$ cat src/cef_regs.svh
`ifndef CEF_REGS_SVH
`define CEF_REGS_SVH
`define CEF_OFS_FLAGS_A   8'h22
`define CEF_OFS_FLAGS_B   8'h23
`define CEF_RST_FLAGS     8'h00
`define CEF_A_CURR_BIT    7
`define CEF_A_VOLT_BIT    6
`define CEF_A_WDOG_BIT    5
`define CEF_A_WEAK_BIT    4
`define CEF_A_PGOOD_BIT   3
`define CEF_A_IN2_BIT     2
`define CEF_A_IN1_BIT     1
`define CEF_A_BUS_BIT     0
`define CEF_B_CHG_BIT     7
`define CEF_B_ICO_BIT     6
`define CEF_B_VBUS_BIT    4
`define CEF_B_TREG_BIT    2
`define CEF_B_BAT_BIT     1
`define CEF_B_DET_BIT     0
`define CEF_B_RSVD_MASK   8'hd7
`endif
$ cat src/cef_pkg.sv
package cef_pkg;
  typedef logic [7:0] cef_byte_t;
  typedef logic [2:0] cef_chg_state_t;
  typedef logic [2:0] cef_bus_state_t;
endpackage : cef_pkg

$ cat src/cef_flags.sv
`timescale 1ns/1ps
`include "cef_regs.svh"
module cef_flags
  import cef_pkg::*;
(
  input  wire logic           clock_in,
  input  wire logic           rst_n_in,
  input  wire logic           curr_reg_in,
  input  wire logic           volt_reg_in,
  input  wire logic           wdog_in,
  input  wire logic           weak_adapter_in,
  input  wire logic           power_good_state_in,
  input  wire logic           second_input_in,
  input  wire logic           first_input_in,
  input  wire logic           bus_present_in,
  input  wire cef_chg_state_t charge_state_in,
  input  wire logic           optimizer_event_in,
  input  wire cef_bus_state_t bus_state_in,
  input  wire logic           thermal_reg_in,
  input  wire logic           battery_present_in,
  input  wire logic           detection_state_in,
  input  wire logic           rd_en_in,
  input  wire logic [7:0]     rd_addr_in,
  output logic                rd_valid_out,
  output cef_byte_t           rd_data_out,
  output cef_byte_t           flags_a_out,
  output cef_byte_t           flags_b_out
);

  // ----------------------------------------
  // Previous input samples
  // ----------------------------------------
  logic           curr_d_r;
  logic           volt_d_r;
  logic           wdog_d_r;
  logic           weak_d_r;
  logic           pg_d_r;
  logic           in2_d_r;
  logic           in1_d_r;
  logic           bus_d_r;
  cef_chg_state_t chg_d_r;
  cef_bus_state_t vbus_d_r;
  logic           treg_d_r;
  logic           bat_d_r;
  logic           det_d_r;
  logic           primed_r;
  cef_byte_t      flags_a_r;
  cef_byte_t      flags_b_r;
  cef_byte_t      ev_a;
  cef_byte_t      ev_b;
  cef_byte_t      flags_a_nxt;
  cef_byte_t      flags_b_nxt;
  cef_byte_t      rd_sel;
  wire            rd_a = rd_en_in && (rd_addr_in == `CEF_OFS_FLAGS_A);
  wire            rd_b = rd_en_in && (rd_addr_in == `CEF_OFS_FLAGS_B);

  // ----------------------------------------
  // Event detection
  // ----------------------------------------
  always_comb
  begin
    ev_a = 8'h00;
    ev_b = 8'h00;
    if (primed_r)
    begin
      ev_a[`CEF_A_CURR_BIT]  = curr_reg_in & ~curr_d_r;
      ev_a[`CEF_A_VOLT_BIT]  = volt_reg_in & ~volt_d_r;
      ev_a[`CEF_A_WDOG_BIT]  = wdog_in & ~wdog_d_r;
      ev_a[`CEF_A_WEAK_BIT]  = weak_adapter_in & ~weak_d_r;
      ev_a[`CEF_A_PGOOD_BIT] = power_good_state_in ^ pg_d_r;
      ev_a[`CEF_A_IN2_BIT]   = second_input_in ^ in2_d_r;
      ev_a[`CEF_A_IN1_BIT]   = first_input_in ^ in1_d_r;
      ev_a[`CEF_A_BUS_BIT]   = bus_present_in ^ bus_d_r;
      ev_b[`CEF_B_CHG_BIT]   = (charge_state_in != chg_d_r);
      ev_b[`CEF_B_ICO_BIT]   = optimizer_event_in;
      ev_b[`CEF_B_VBUS_BIT]  = (bus_state_in != vbus_d_r);
      ev_b[`CEF_B_TREG_BIT]  = thermal_reg_in & ~treg_d_r;
      ev_b[`CEF_B_BAT_BIT]   = battery_present_in ^ bat_d_r;
      ev_b[`CEF_B_DET_BIT]   = detection_state_in ^ det_d_r;
    end
  end

  // Set wins over read clear
  assign flags_a_nxt = (rd_a ? 8'h00 : flags_a_r) | ev_a;
  assign flags_b_nxt = ((rd_b ? 8'h00 : flags_b_r) | ev_b) & `CEF_B_RSVD_MASK;
  assign rd_sel      = rd_a ? flags_a_r : (rd_b ? flags_b_r : 8'h00);

  // ----------------------------------------
  // Registers
  // ----------------------------------------
  always_ff @(posedge clock_in)
  begin
    if (!rst_n_in)
    begin
      curr_d_r <= 1'h0;
    end
    else
    begin
      curr_d_r <= curr_reg_in;
    end
  end

  always_ff @(posedge clock_in)
  begin
    if (!rst_n_in)
    begin
      volt_d_r <= 1'h0;
    end
    else
    begin
      volt_d_r <= volt_reg_in;
    end
  end

  always_ff @(posedge clock_in)
  begin
    if (!rst_n_in)
    begin
      wdog_d_r <= 1'h0;
    end
    else
    begin
      wdog_d_r <= wdog_in;
    end
  end

  always_ff @(posedge clock_in)
  begin
    if (!rst_n_in)
    begin
      weak_d_r <= 1'h0;
    end
    else
    begin
      weak_d_r <= weak_adapter_in;
    end
  end

  always_ff @(posedge clock_in)
  begin
    if (!rst_n_in)
    begin
      pg_d_r <= 1'h0;
    end
    else
    begin
      pg_d_r <= power_good_state_in;
    end
  end

  always_ff @(posedge clock_in)
  begin
    if (!rst_n_in)
    begin
      in2_d_r <= 1'h0;
    end
    else
    begin
      in2_d_r <= second_input_in;
    end
  end

  always_ff @(posedge clock_in)
  begin
    if (!rst_n_in)
    begin
      in1_d_r <= 1'h0;
    end
    else
    begin
      in1_d_r <= first_input_in;
    end
  end

  always_ff @(posedge clock_in)
  begin
    if (!rst_n_in)
    begin
      bus_d_r <= 1'h0;
    end
    else
    begin
      bus_d_r <= bus_present_in;
    end
  end

  always_ff @(posedge clock_in)
  begin
    if (!rst_n_in)
    begin
      chg_d_r <= 3'h0;
    end
    else
    begin
      chg_d_r <= charge_state_in;
    end
  end

  always_ff @(posedge clock_in)
  begin
    if (!rst_n_in)
    begin
      vbus_d_r <= 3'h0;
    end
    else
    begin
      vbus_d_r <= bus_state_in;
    end
  end

  always_ff @(posedge clock_in)
  begin
    if (!rst_n_in)
    begin
      treg_d_r <= 1'h0;
    end
    else
    begin
      treg_d_r <= thermal_reg_in;
    end
  end

  always_ff @(posedge clock_in)
  begin
    if (!rst_n_in)
    begin
      bat_d_r <= 1'h0;
    end
    else
    begin
      bat_d_r <= battery_present_in;
    end
  end

  always_ff @(posedge clock_in)
  begin
    if (!rst_n_in)
    begin
      det_d_r <= 1'h0;
    end
    else
    begin
      det_d_r <= detection_state_in;
    end
  end

  // No events until every sample holds a real value
  always_ff @(posedge clock_in)
  begin
    if (!rst_n_in)
    begin
      primed_r <= 1'h0;
    end
    else
    begin
      primed_r <= 1'h1;
    end
  end

  always_ff @(posedge clock_in)
  begin
    if (!rst_n_in)
    begin
      flags_a_r <= `CEF_RST_FLAGS;
    end
    else
    begin
      flags_a_r <= flags_a_nxt;
    end
  end

  always_ff @(posedge clock_in)
  begin
    if (!rst_n_in)
    begin
      flags_b_r <= `CEF_RST_FLAGS;
    end
    else
    begin
      flags_b_r <= flags_b_nxt;
    end
  end

  // ----------------------------------------
  // Read port
  // ----------------------------------------
  always_ff @(posedge clock_in)
  begin
    if (!rst_n_in)
    begin
      rd_valid_out <= 1'h0;
    end
    else
    begin
      rd_valid_out <= rd_en_in;
    end
  end

  always_ff @(posedge clock_in)
  begin
    if (!rst_n_in)
    begin
      rd_data_out <= 8'h00;
    end
    else
    begin
      rd_data_out <= rd_sel;
    end
  end

  always_ff @(posedge clock_in)
  begin
    if (!rst_n_in)
    begin
      flags_a_out <= `CEF_RST_FLAGS;
    end
    else
    begin
      flags_a_out <= flags_a_nxt;
    end
  end

  always_ff @(posedge clock_in)
  begin
    if (!rst_n_in)
    begin
      flags_b_out <= `CEF_RST_FLAGS;
    end
    else
    begin
      flags_b_out <= flags_b_nxt;
    end
  end

endmodule : cef_flags

$ cat config.mk
export PLATFORM = sky130hd
export DESIGN_NAME = cef_flags
export DESIGN_NICKNAME = d
export VERILOG_FILES = /design/src/cef_pkg.sv /design/src/cef_flags.sv
export VERILOG_INCLUDE_DIRS = /design/src
export SDC_FILE = /design/constraint.sdc
export NUM_CORES = 1
export LEC_CHECK = 0
export BUFFER_PORTS_ARGS = -buffer_cell sky130_fd_sc_hd__buf_2
export CAP_MARGIN = 20
export CELL_PAD_IN_SITES_DETAIL_PLACEMENT = 0
export CELL_PAD_IN_SITES_GLOBAL_PLACEMENT = 1
export CORE_MARGIN = 2
export CORE_UTILIZATION = 32
export CTS_CLUSTER_DIAMETER = 200
export DETAILED_ROUTE_END_ITERATION = 12
export GPL_ROUTABILITY_DRIVEN = 0
export GPL_TIMING_DRIVEN = 0
export PLACE_DENSITY_LB_ADDON = 0.1
export SETUP_SLACK_MARGIN = 0.1
export SYNTH_ARGS = -nofsm -noshare
export SYNTH_HDL_FRONTEND = slang
export SYNTH_SLANG_ARGS = --single-unit
$ cat constraint.sdc
create_clock -name clock_in -period 1.2 [get_ports clock_in]
set_clock_uncertainty 0.15 [all_clocks]
set_input_delay 0.24 -clock clock_in [delete_from_list [all_inputs] [get_ports clock_in]]
set_output_delay 0.24 -clock clock_in [all_outputs]
set_load 0.05 [all_outputs]
* Yosys cells after proc, flatten, opt, wreduce, memory -nomap -nowiden
Cells that the tools add are included.
Storage, ports and cells: output and inout bits 25, bits of input ports 29, word-level logic and storage cells 52, flip-flop bits (word level) 43
Operators by class: multiplexer cells 9, equality and inequality tests 4, reduce and logical (&&, ||, !) cells 2, bitwise gates (word level) 18
Operators with widths (count):
- two-way mux 8 bit | 5
- == test 8 x 6 -> 1 bit, second input constant | 2
- OR 8 bit | 2
- inequality test 3 bit | 2
- bitwise XOR 1 bit | 6
- AND 1 bit | 5
- inverter 1 bit | 5
- two-way mux 3 bit | 1
- logical AND 1 bit | 2
- two-way mux 1 bit | 2
- two-way mux 2 bit | 1

* Logic depth before layout (Yosys ltp)
Gate-level depths: netlist of run 1.
depth in word-level cells 4, depth in mapped cells 4, gate-level depth less buffers 3

* Least setup slack after synthesis of run 1
OpenSTA, ideal clock, no wires.
path kind input-to-reg, start point in rd_addr_in[6], end point reg flags_b_out[0], setup time 117 ps, data required time 933 ps, stages 3, path slack -87 ps, path buffers 0, arrival time 1019 ps, cell sequence nor4b_4 nand3_1 a32o_1
Between the ends: cells in the longest elaborated chain, start to end 4
Ends and longest elaborated chain:
- from (decl) | RTL line cef_flags.sv:23 | input wire logic [7:0] rd_addr_in,
- == test 8 x 6 -> 1 bit (no line)
- logical AND 1 bit | RTL line cef_flags.sv:55 | wire rd_b = rd_en_in && (rd_addr_in == `CEF_OFS_FLAGS_B);
- two-way mux 8 bit | RTL line cef_flags.sv:85 | assign flags_b_nxt = ((rd_b ? 8'h00 : flags_b_r) | ev_b) & `CEF_B_RSVD_MASK;
- OR 8 bit | RTL line cef_flags.sv:85
- to (signal assigned) | RTL line cef_flags.sv:327 | flags_b_out <= `CEF_RST_FLAGS;
- to (signal assigned) | RTL line cef_flags.sv:331 | flags_b_out <= flags_b_nxt;
- to (decl) | RTL line cef_flags.sv:27 | output cef_byte_t flags_b_out
Every way passes these cells. A chain may end at the register's enable or synchronous reset.

* Worst setup path after layout of run 1
start point reg flags_a_out[2], end point out flags_a_out[2]
RTL lines:
- from (decl) | RTL line cef_flags.sv:26 | output cef_byte_t flags_a_out,
- from (signal assigned) | RTL line cef_flags.sv:315 | flags_a_out <= `CEF_RST_FLAGS;
- from (signal assigned) | RTL line cef_flags.sv:319 | flags_a_out <= flags_a_nxt;
No word-level cell between the ends.

==> implementation parameters, run 1 <==
Parameter                              Value

Final layout
  Sequential standard cell area ... 850 um^2
  Summed area of non-filler cells in the final layout ... 2250 um^2
  Count of fill cells added during filler insertion ... 436
  Combined area of the multi-input logic cells ... 591 um^2
  Final Instance Count excl. Fillers ... 259
  Proportion of layout cells with a drive suffix above 1 ... between 50% and 60%
  Number of diodes added for antenna fixing ... 0
  Final design utilization ... 52.1%
  Fin nets ... 235
  Post-synthesis to final-layout area growth ... 56.7%

CTS
  Clock sink count ... between 40 and 50
  CTS root buffer ... sky130_fd_sc_hd__clkbuf_8
  Clock tree from TritonCTS ... built
  # H-tree levels ... 2
  Clock Tree Buf Depth ... 2
  Clock latency at the later pin of the worst-skew pair ... roughly 0.29 ns
  Total CTS buffers ... 5
  CTS clock-pin slew for the worst setup and hold paths ... 0.07 ns

Detailed routing
  WL per Instance ... 12.9 um
  DR vias ... approximately 1,200
  Number of search-and-repair iterations in the first detailed-routing pass ... 4
  Remaining antenna violation count ... 0
  Total wire length after detailed routing ... about 3.3 mm
  Post-detailed-route via-to-cell ratio ... 4.53
  Total DRC errors in the routed layout ... 0
  Violation count after the first detailed-routing iteration ... just over 50

Setup path
  CP endpoint kind ... primary output
  Total buffers and inverters traversed by the critical path ... 1
  Type of the setup path with the least slack ... reg -> out
  Largest stage delay on the critical path ... between 0.3 and 0.4 ns
  Critical Path Start Type ... flop
  Slowest stage cell, crit path ... sky130_fd_sc_hd__dfxtp_2
  Cell family contributing the most delay on the critical path ... flip-flops
  Critical path fanouts, max ... 2
  Critical Path RT ... 0.81 ns
  Data arrival at the endpoint of the critical path ... 0.79 ns
  Critical path, cell by cell ... buf_8

Synthesis
  Count of flip-flops with a built-in enable after synthesis ... 0
  Count leader, synth ... sky130_fd_sc_hd__dfxtp_1
  Ys flop type ... sky130_fd_sc_hd__dfxtp_1
  Top cell type by total area after synthesis ... sky130_fd_sc_hd__dfxtp_1
  Cell area after technology mapping ... 1440 um^2
  Share of flip-flops with an asynchronous set or reset after synthesis ... 0%
  Part of the Yosys area used for sequential elements ... around 57%
  Flop and latch count out of synthesis ... between 40 and 50
  Post-synthesis cell count ... 133
  Mean instance size in the synthesized netlist ... 10.8 um^2
  Number of distinct library cell variants in the gate-level netlist after synthesis ... 23
  Synth warnings ... 0
  Area contributors post-synth ... sky130_fd_sc_hd__dfxtp_1, sky130_fd_sc_hd__and2_1, sky130_fd_sc_hd__xnor2_1, sky130_fd_sc_hd__a32o_1, sky130_fd_sc_hd__mux2i_1
  Share of Yosys cell area claimed by the top area cell type ... 57.1%
  Post-synth top cells ... sky130_fd_sc_hd__dfxtp_1, sky130_fd_sc_hd__and2_1, sky130_fd_sc_hd__nand2_1, sky130_fd_sc_hd__xnor2_1

Pwr
  Internal power of the cells ... 2160 uW
  Leakage ... between 0.0009 and 0.001 uW
  Sequential fraction of design power ... 50.6%
  Power per standard cell area ... 1320 nW/um^2
  Clock network fraction of design power ... 28.7%
  Net switching share of the total power ... about 27%
  Maximum vdd drop ... 739 uV
  Power dissipated by switching net loads ... around 800 uW
  Combinational power share ... around a fifth

Global route
  Combined global-route utilization of all metal layers ... 14.5%
  Antenna violations before repair ... 0
  Pin count of the biggest net entering global routing ... 12
  Sum of overflow across all layers after global routing ... 0
  Vias in the first global route ... 1,158
  Global-route wire length before repair ... 5.57 mm

STA
  Unrepaired setup endpoints after global routing ... yes
  Final slew viol count ... 0
  Setup Total Neg Slack ... 0 ns
  Worst-Margin Slew ... 0.541 ns
  Final Setup Violations ... 0
  Final min period ... 1.18 ns
  Endpoints failing hold ... 0
  Post-route fraction of the period consumed by the critical path ... 98.6%
  Headroom to the max-slew limit ... between 60% and 70%
  F_max ... ~850 MHz

Floorplan
  Die H ... 71.0 um
  DIE AREA ... between 5000 and 6000 um^2
  Placeable core region ... 4320 um^2
  Placement row count ... 24
  Number of top-level pins ... 54
  Floorplan die width ... 71.0 um
  Initial Util ... approximately 33%

Job
  Count of max-cap constraint violations ... 0

Hold path
  Kind of path behind the tightest hold check ... in -> reg

Placed design
  HPWL after DPL ... about 2.3 mm
  Post-Place Cells ... 236
  Number of buffers added on ports ... 50
  Area post-placement ... 1770 um^2

Outcome
  Status ... complete, no violations
-- cell type report --
| cell class | count | area share [%] |
|---|---|---|
| sequential | 41 | 37.7 |
| timing repair buffer | 65 | 27.0 |
| multi-input combinational | 83 | 26.2 |
| clock buffer | 8 | 3.56 |
| tap | 52 | 2.89 |
| buffer | 8 | 2.22 |
| inverter | 2 | 0.334 |
-- registers in the layout, indices dropped and copies added (netlist names), 3 cells and up --
| name | count |
|---|---|
| flags_a_out | 8 |
| vbus_d_r | 3 |
| flags_b_out | 6 |
| chg_d_r | 3 |
| rd_data_out | 8 |
-- final timing paths --
path / to / start / cells after the start / slack (ns)
worst max-delay path: flags_a_out[2] / flags_a_out[2] / 1 / 0.02
worst min-delay path: flags_b_out[6] / optimizer_event_in / 2 / 0.02
worst max register to register: flags_b_out[0] / primed_r / 2 / 0.12
worst min register to register: flags_a_out[7] / curr_d_r / 1 / 0.27
-- routing by layer --
metal  part of all wire (%)  GRT usage, %  vias up
met5                      0             0        -
met4                    1.6          5.03        0
met3                    6.1          5.70        6
met2                     48          23.5       34
met1                     44          17.7      540
li1                       -             -      593
-- worst register-to-register path, delay by kind of cell, from the launching register on --
kind | cells | cell delay (ns)
AND/OR/NAND/NOR | 1 | 0.22
AO/OA/AOI/OAI | 1 | 0.24
flip-flops | 1 | 0.37
-- through the flow --
stage          worst slack [ns]  hold WS, ns  power, uW
6_report                 0.0167       0.0164       2970
2_1_floorplan           -0.0316        0.118       1830
5_1_grt                 -0.0253      0.00554       3120
3_3_place_gp             -0.259        0.228       1960
4_1_cts                 0.00239       0.0128       2990
3_5_place_dp             -0.291        0.233       1970
-- cell families after synthesis --
logic type / synth area share, %
XOR/XNOR: 7.32
multiplexers: 2.79
buffers and inverters: 3.57
other: 0.261
AO/OA/AOI/OAI: 8.54
AND/OR/NAND/NOR: 20.4
flip-flops: 57.1
-- power groups by stage --
stage / clock network (uW) / registers, uW / logic [uW]
final: 851 / 1500 / 615
after floorplan: 0 / 1670 / 158
after global routing: 950 / 1510 / 655
after detailed placement: 0 / 1520 / 448
after CTS: 882 / 1500 / 609
after global placement: 0 / 1520 / 439
-- layout by cell type, fill, tap and decap left out --
cell	Yosys	routed
sky130_fd_sc_hd__a32o_1	6	6
sky130_fd_sc_hd__and2_1	19	19
sky130_fd_sc_hd__and3_1	2	2
sky130_fd_sc_hd__and3b_1	1	1
sky130_fd_sc_hd__and4bb_2	1	1
sky130_fd_sc_hd__buf_2	2	27
sky130_fd_sc_hd__buf_4	3	16
sky130_fd_sc_hd__buf_6	0	3
sky130_fd_sc_hd__buf_8	0	23
sky130_fd_sc_hd__clkbuf_1	3	4
sky130_fd_sc_hd__clkbuf_2	0	2
sky130_fd_sc_hd__clkbuf_8	0	5
sky130_fd_sc_hd__conb_1	1	2
sky130_fd_sc_hd__dfxtp_1	41	18
sky130_fd_sc_hd__dfxtp_2	0	23
sky130_fd_sc_hd__dlygate4sd3_1	0	1
sky130_fd_sc_hd__inv_1	2	2
sky130_fd_sc_hd__mux2i_1	4	4
sky130_fd_sc_hd__nand2_1	10	8
sky130_fd_sc_hd__nand2_2	0	2
sky130_fd_sc_hd__nand3_1	6	4
sky130_fd_sc_hd__nand3_2	0	1
sky130_fd_sc_hd__nand3_4	0	1
sky130_fd_sc_hd__nand3b_1	2	2
sky130_fd_sc_hd__nor2_1	4	4
sky130_fd_sc_hd__nor2b_1	3	3
sky130_fd_sc_hd__nor4b_4	1	1
sky130_fd_sc_hd__o21ai_0	4	2
sky130_fd_sc_hd__o21ai_1	0	2
sky130_fd_sc_hd__o22ai_1	4	4
sky130_fd_sc_hd__o32ai_1	2	2
sky130_fd_sc_hd__xnor2_1	10	10
sky130_fd_sc_hd__xor2_1	2	2
-- repair_timing --
action,in CTS,in global routing
endpoints found under the hold margin,1,0
endpoints found under the setup margin,39,43
buffers inserted,13,2
pin swaps,7,3
hold buffers,1,0
resized for setup,85,14
Power figures use the tool's default switching activity.
==> run 2: changes to the inputs <==
Settings changed: RECOVER_POWER set to 50.
==> run 2 against run 1 <==
- wire length rose by 0.45%
- combinational power about the same
- critical path depth unchanged
- die area did not move
- hold slack improved by 0.0026 ns
- clock power is essentially flat
- power fell by 0.19%
- critical endpoint unchanged
- maximum frequency is essentially flat
- critical path type unchanged
==> implementation parameters, run 2 (synthesis gave the netlist of run 1 again) <==
Parameter                              Value

STA
  Final slew viol count ... 0
  Final Setup Violations ... 0
  Final min period ... 1.18 ns
  Final setup margin ... 0.0164 ns
  F_max ... 845 MHz
  Endpoints failing hold ... 0
  Unrepaired setup endpoints after global routing ... yes
  Post-route fraction of the period consumed by the critical path ... between 90% and 100%
  Setup Total Neg Slack ... 0 ns
  Post-Route Hold Slack ... 0.0190 ns

Setup path
  Largest stage delay on the critical path ... 0.36 ns
  Slowest stage cell, crit path ... sky130_fd_sc_hd__dfxtp_2
  Worst r2r path cells ... 2
  Cell family contributing the most delay on the critical path ... flip-flops
  End point of the critical path ... flags_a_out[2]
  Critical Path Start Type ... flop
  Reg2reg end ... flags_b_out[0]
  Type of the setup path with the least slack ... reg -> out
  CP endpoint kind ... primary output
  Critical path fanouts, max ... 2
  Reg-to-reg setup timing slack ... 0.11 ns
  Worst reg2reg path startpoint ... primed_r
  Total buffers and inverters traversed by the critical path ... 1
  Worst setup path startpoint ... flags_a_out[2]
  Data arrival at the endpoint of the critical path ... 0.79 ns
  Critical path, cell by cell ... buf_8
  Critical Path RT ... 0.81 ns
  Critical Path Stages ... 1

Detailed routing
  Violation count after the first detailed-routing iteration ... 44
  Number of search-and-repair iterations in the first detailed-routing pass ... 4
  Remaining antenna violation count ... 0
  Total DRC errors in the routed layout ... 0
  WL per Instance ... 13.0 um
  Total wire length after detailed routing ... 3.36 mm
  DR vias ... 1,176
  Post-detailed-route via-to-cell ratio ... 4.54

CTS
  CTS clock-pin slew for the worst setup and hold paths ... 0.07 ns
  Clock tree from TritonCTS ... built
  Clock latency at the later pin of the worst-skew pair ... 0.28 ns
  # H-tree levels ... 2
  Total CTS buffers ... 5
  CTS root buffer ... sky130_fd_sc_hd__clkbuf_8
  Clock sink count ... 41
  Clock Tree Buf Depth ... 2

Hold path
  Kind of path behind the tightest hold check ... in -> reg
  Cell depth of the worst hold path ... 2

Final layout
  Post-synthesis to final-layout area growth ... 55.7%
  Top library cells by usage in the layout, fill and taps aside ... sky130_fd_sc_hd__buf_2, sky130_fd_sc_hd__dfxtp_2, sky130_fd_sc_hd__buf_8
  Final design utilization ... about 52%
  Fin nets ... roughly 240
  Number of diodes added for antenna fixing ... 0
  Proportion of layout cells with a drive suffix above 1 ... about half
  Most common cell after layout, fill and taps aside ... sky130_fd_sc_hd__buf_2
  Count of fill cells added during filler insertion ... ~440
  Top flop regs ... flags_a_out: 8 flops, rd_data_out: 8 flops, flags_b_out: 6 flops

Pwr
  Internal power of the cells ... 2160 uW
  Power dissipated by switching net loads ... 804 uW
  Leakage ... just under 0.001 uW
  Combinational power share ... 20.6%
  Power per standard cell area ... 1320 nW/um^2
  Sequential fraction of design power ... 50.7%
  Clock network fraction of design power ... 28.6%
  Maximum vdd drop ... 742 uV
  Net switching share of the total power ... a little over a quarter

Placed design
  HPWL after DPL ... between 2 and 2.5 mm
  Number of buffers added on ports ... 50
  Post-placement setup slack ... -0.291 ns

Global route
  Global-route wire length before repair ... between 5 and 6 mm
  Sum of overflow across all layers after global routing ... 0
  M2 GR Usage ... 23.5%
  GRT Max-Usage Layer ... met2
  Combined global-route utilization of all metal layers ... 14.5%
  Pin count of the biggest net entering global routing ... 12
  M3 GR Usage ... 5.70%
  Antenna violations before repair ... 0
  Met1 track demand over resource ... 17.7%
  Vias in the first global route ... 1,158

Outcome
  Status ... complete, no violations

Floorplan
  Initial Util ... between 30% and 40%
  Floorplan die width ... 71.0 um
  Placement row count ... 24
  Placeable core region ... 4320 um^2
  Number of top-level pins ... 54
  DIE AREA ... 5040 um^2
  Die H ... ~71 um

Job
  Count of max-cap constraint violations ... 0
-- run 2: changes by cell type in the layout (fill, tap and decap cells not counted), sizes merged --
cell | previous run | this run
buf | 69 | 68
clkbuf | 11 | 12
-- run 2: repair_timing --
action,CTS,global route
hold endpoints to repair,1,0
pin swaps,7,3
setup endpoints to repair,39,43
gates resized for setup,85,14
hold buffers,1,0
buffers inserted,13,2
-- run 2: routing by layer --
metal | wire length, um | share of wire [%]
met4 | 49 | 1.5
met5 | 0 | 0
met3 | 198 | 5.9
met1 | 1480 | 44
met2 | 1630 | 49
-- run 2: how the worst min path moves through the flow --
| stage | start | end | slack, ns |
|---|---|---|---|
| 4_1_cts | volt_reg_in | volt_d_r | 0.01 |
| 3_5_place_dp | rst_n_in | primed_r | 0.23 |
| 5_1_grt | optimizer_event_in | flags_b_out[6] | 0.006 |
| 3_3_place_gp | rst_n_in | primed_r | 0.23 |
| 2_1_floorplan | rst_n_in | primed_r | 0.12 |
| 6_report | optimizer_event_in | flags_b_out[6] | 0.02 |
-- run 2: metrics by stage --
stage | cells | power [uW] | cell area [um^2]
2_1_floorplan | 134 | 1830 | 1450
5_1_grt | 259 | 3110 | 2240
6_report | 259 | 2960 | 2240
3_3_place_gp | 236 | 1960 | 1770
3_5_place_dp | 236 | 1970 | 1770
4_1_cts | 258 | 2990 | 2200
-- run 2: final cells by class --
| type | count | area (um^2) | area share [%] |
|---|---|---|---|
| buffer | 8 | 50.0 | 2.24 |
| inverter | 2 | 7.51 | 0.336 |
| timing repair buffer | 65 | 607 | 27.1 |
| clock buffer | 8 | 80.1 | 3.58 |
| tap | 52 | 65.1 | 2.91 |
| multi-input combinational | 83 | 578 | 25.8 |
| sequential | 41 | 850 | 38.0 |
-- run 2: power by group through the flow --
stage                     logic, uW  clock network [uW]  registers, uW
after detailed placement        448                   0           1520
after floorplan                 158                   0           1670
final                           612                 848           1500
after global routing            652                 950           1510
after global placement          439                   0           1520
after CTS                       609                 882           1500
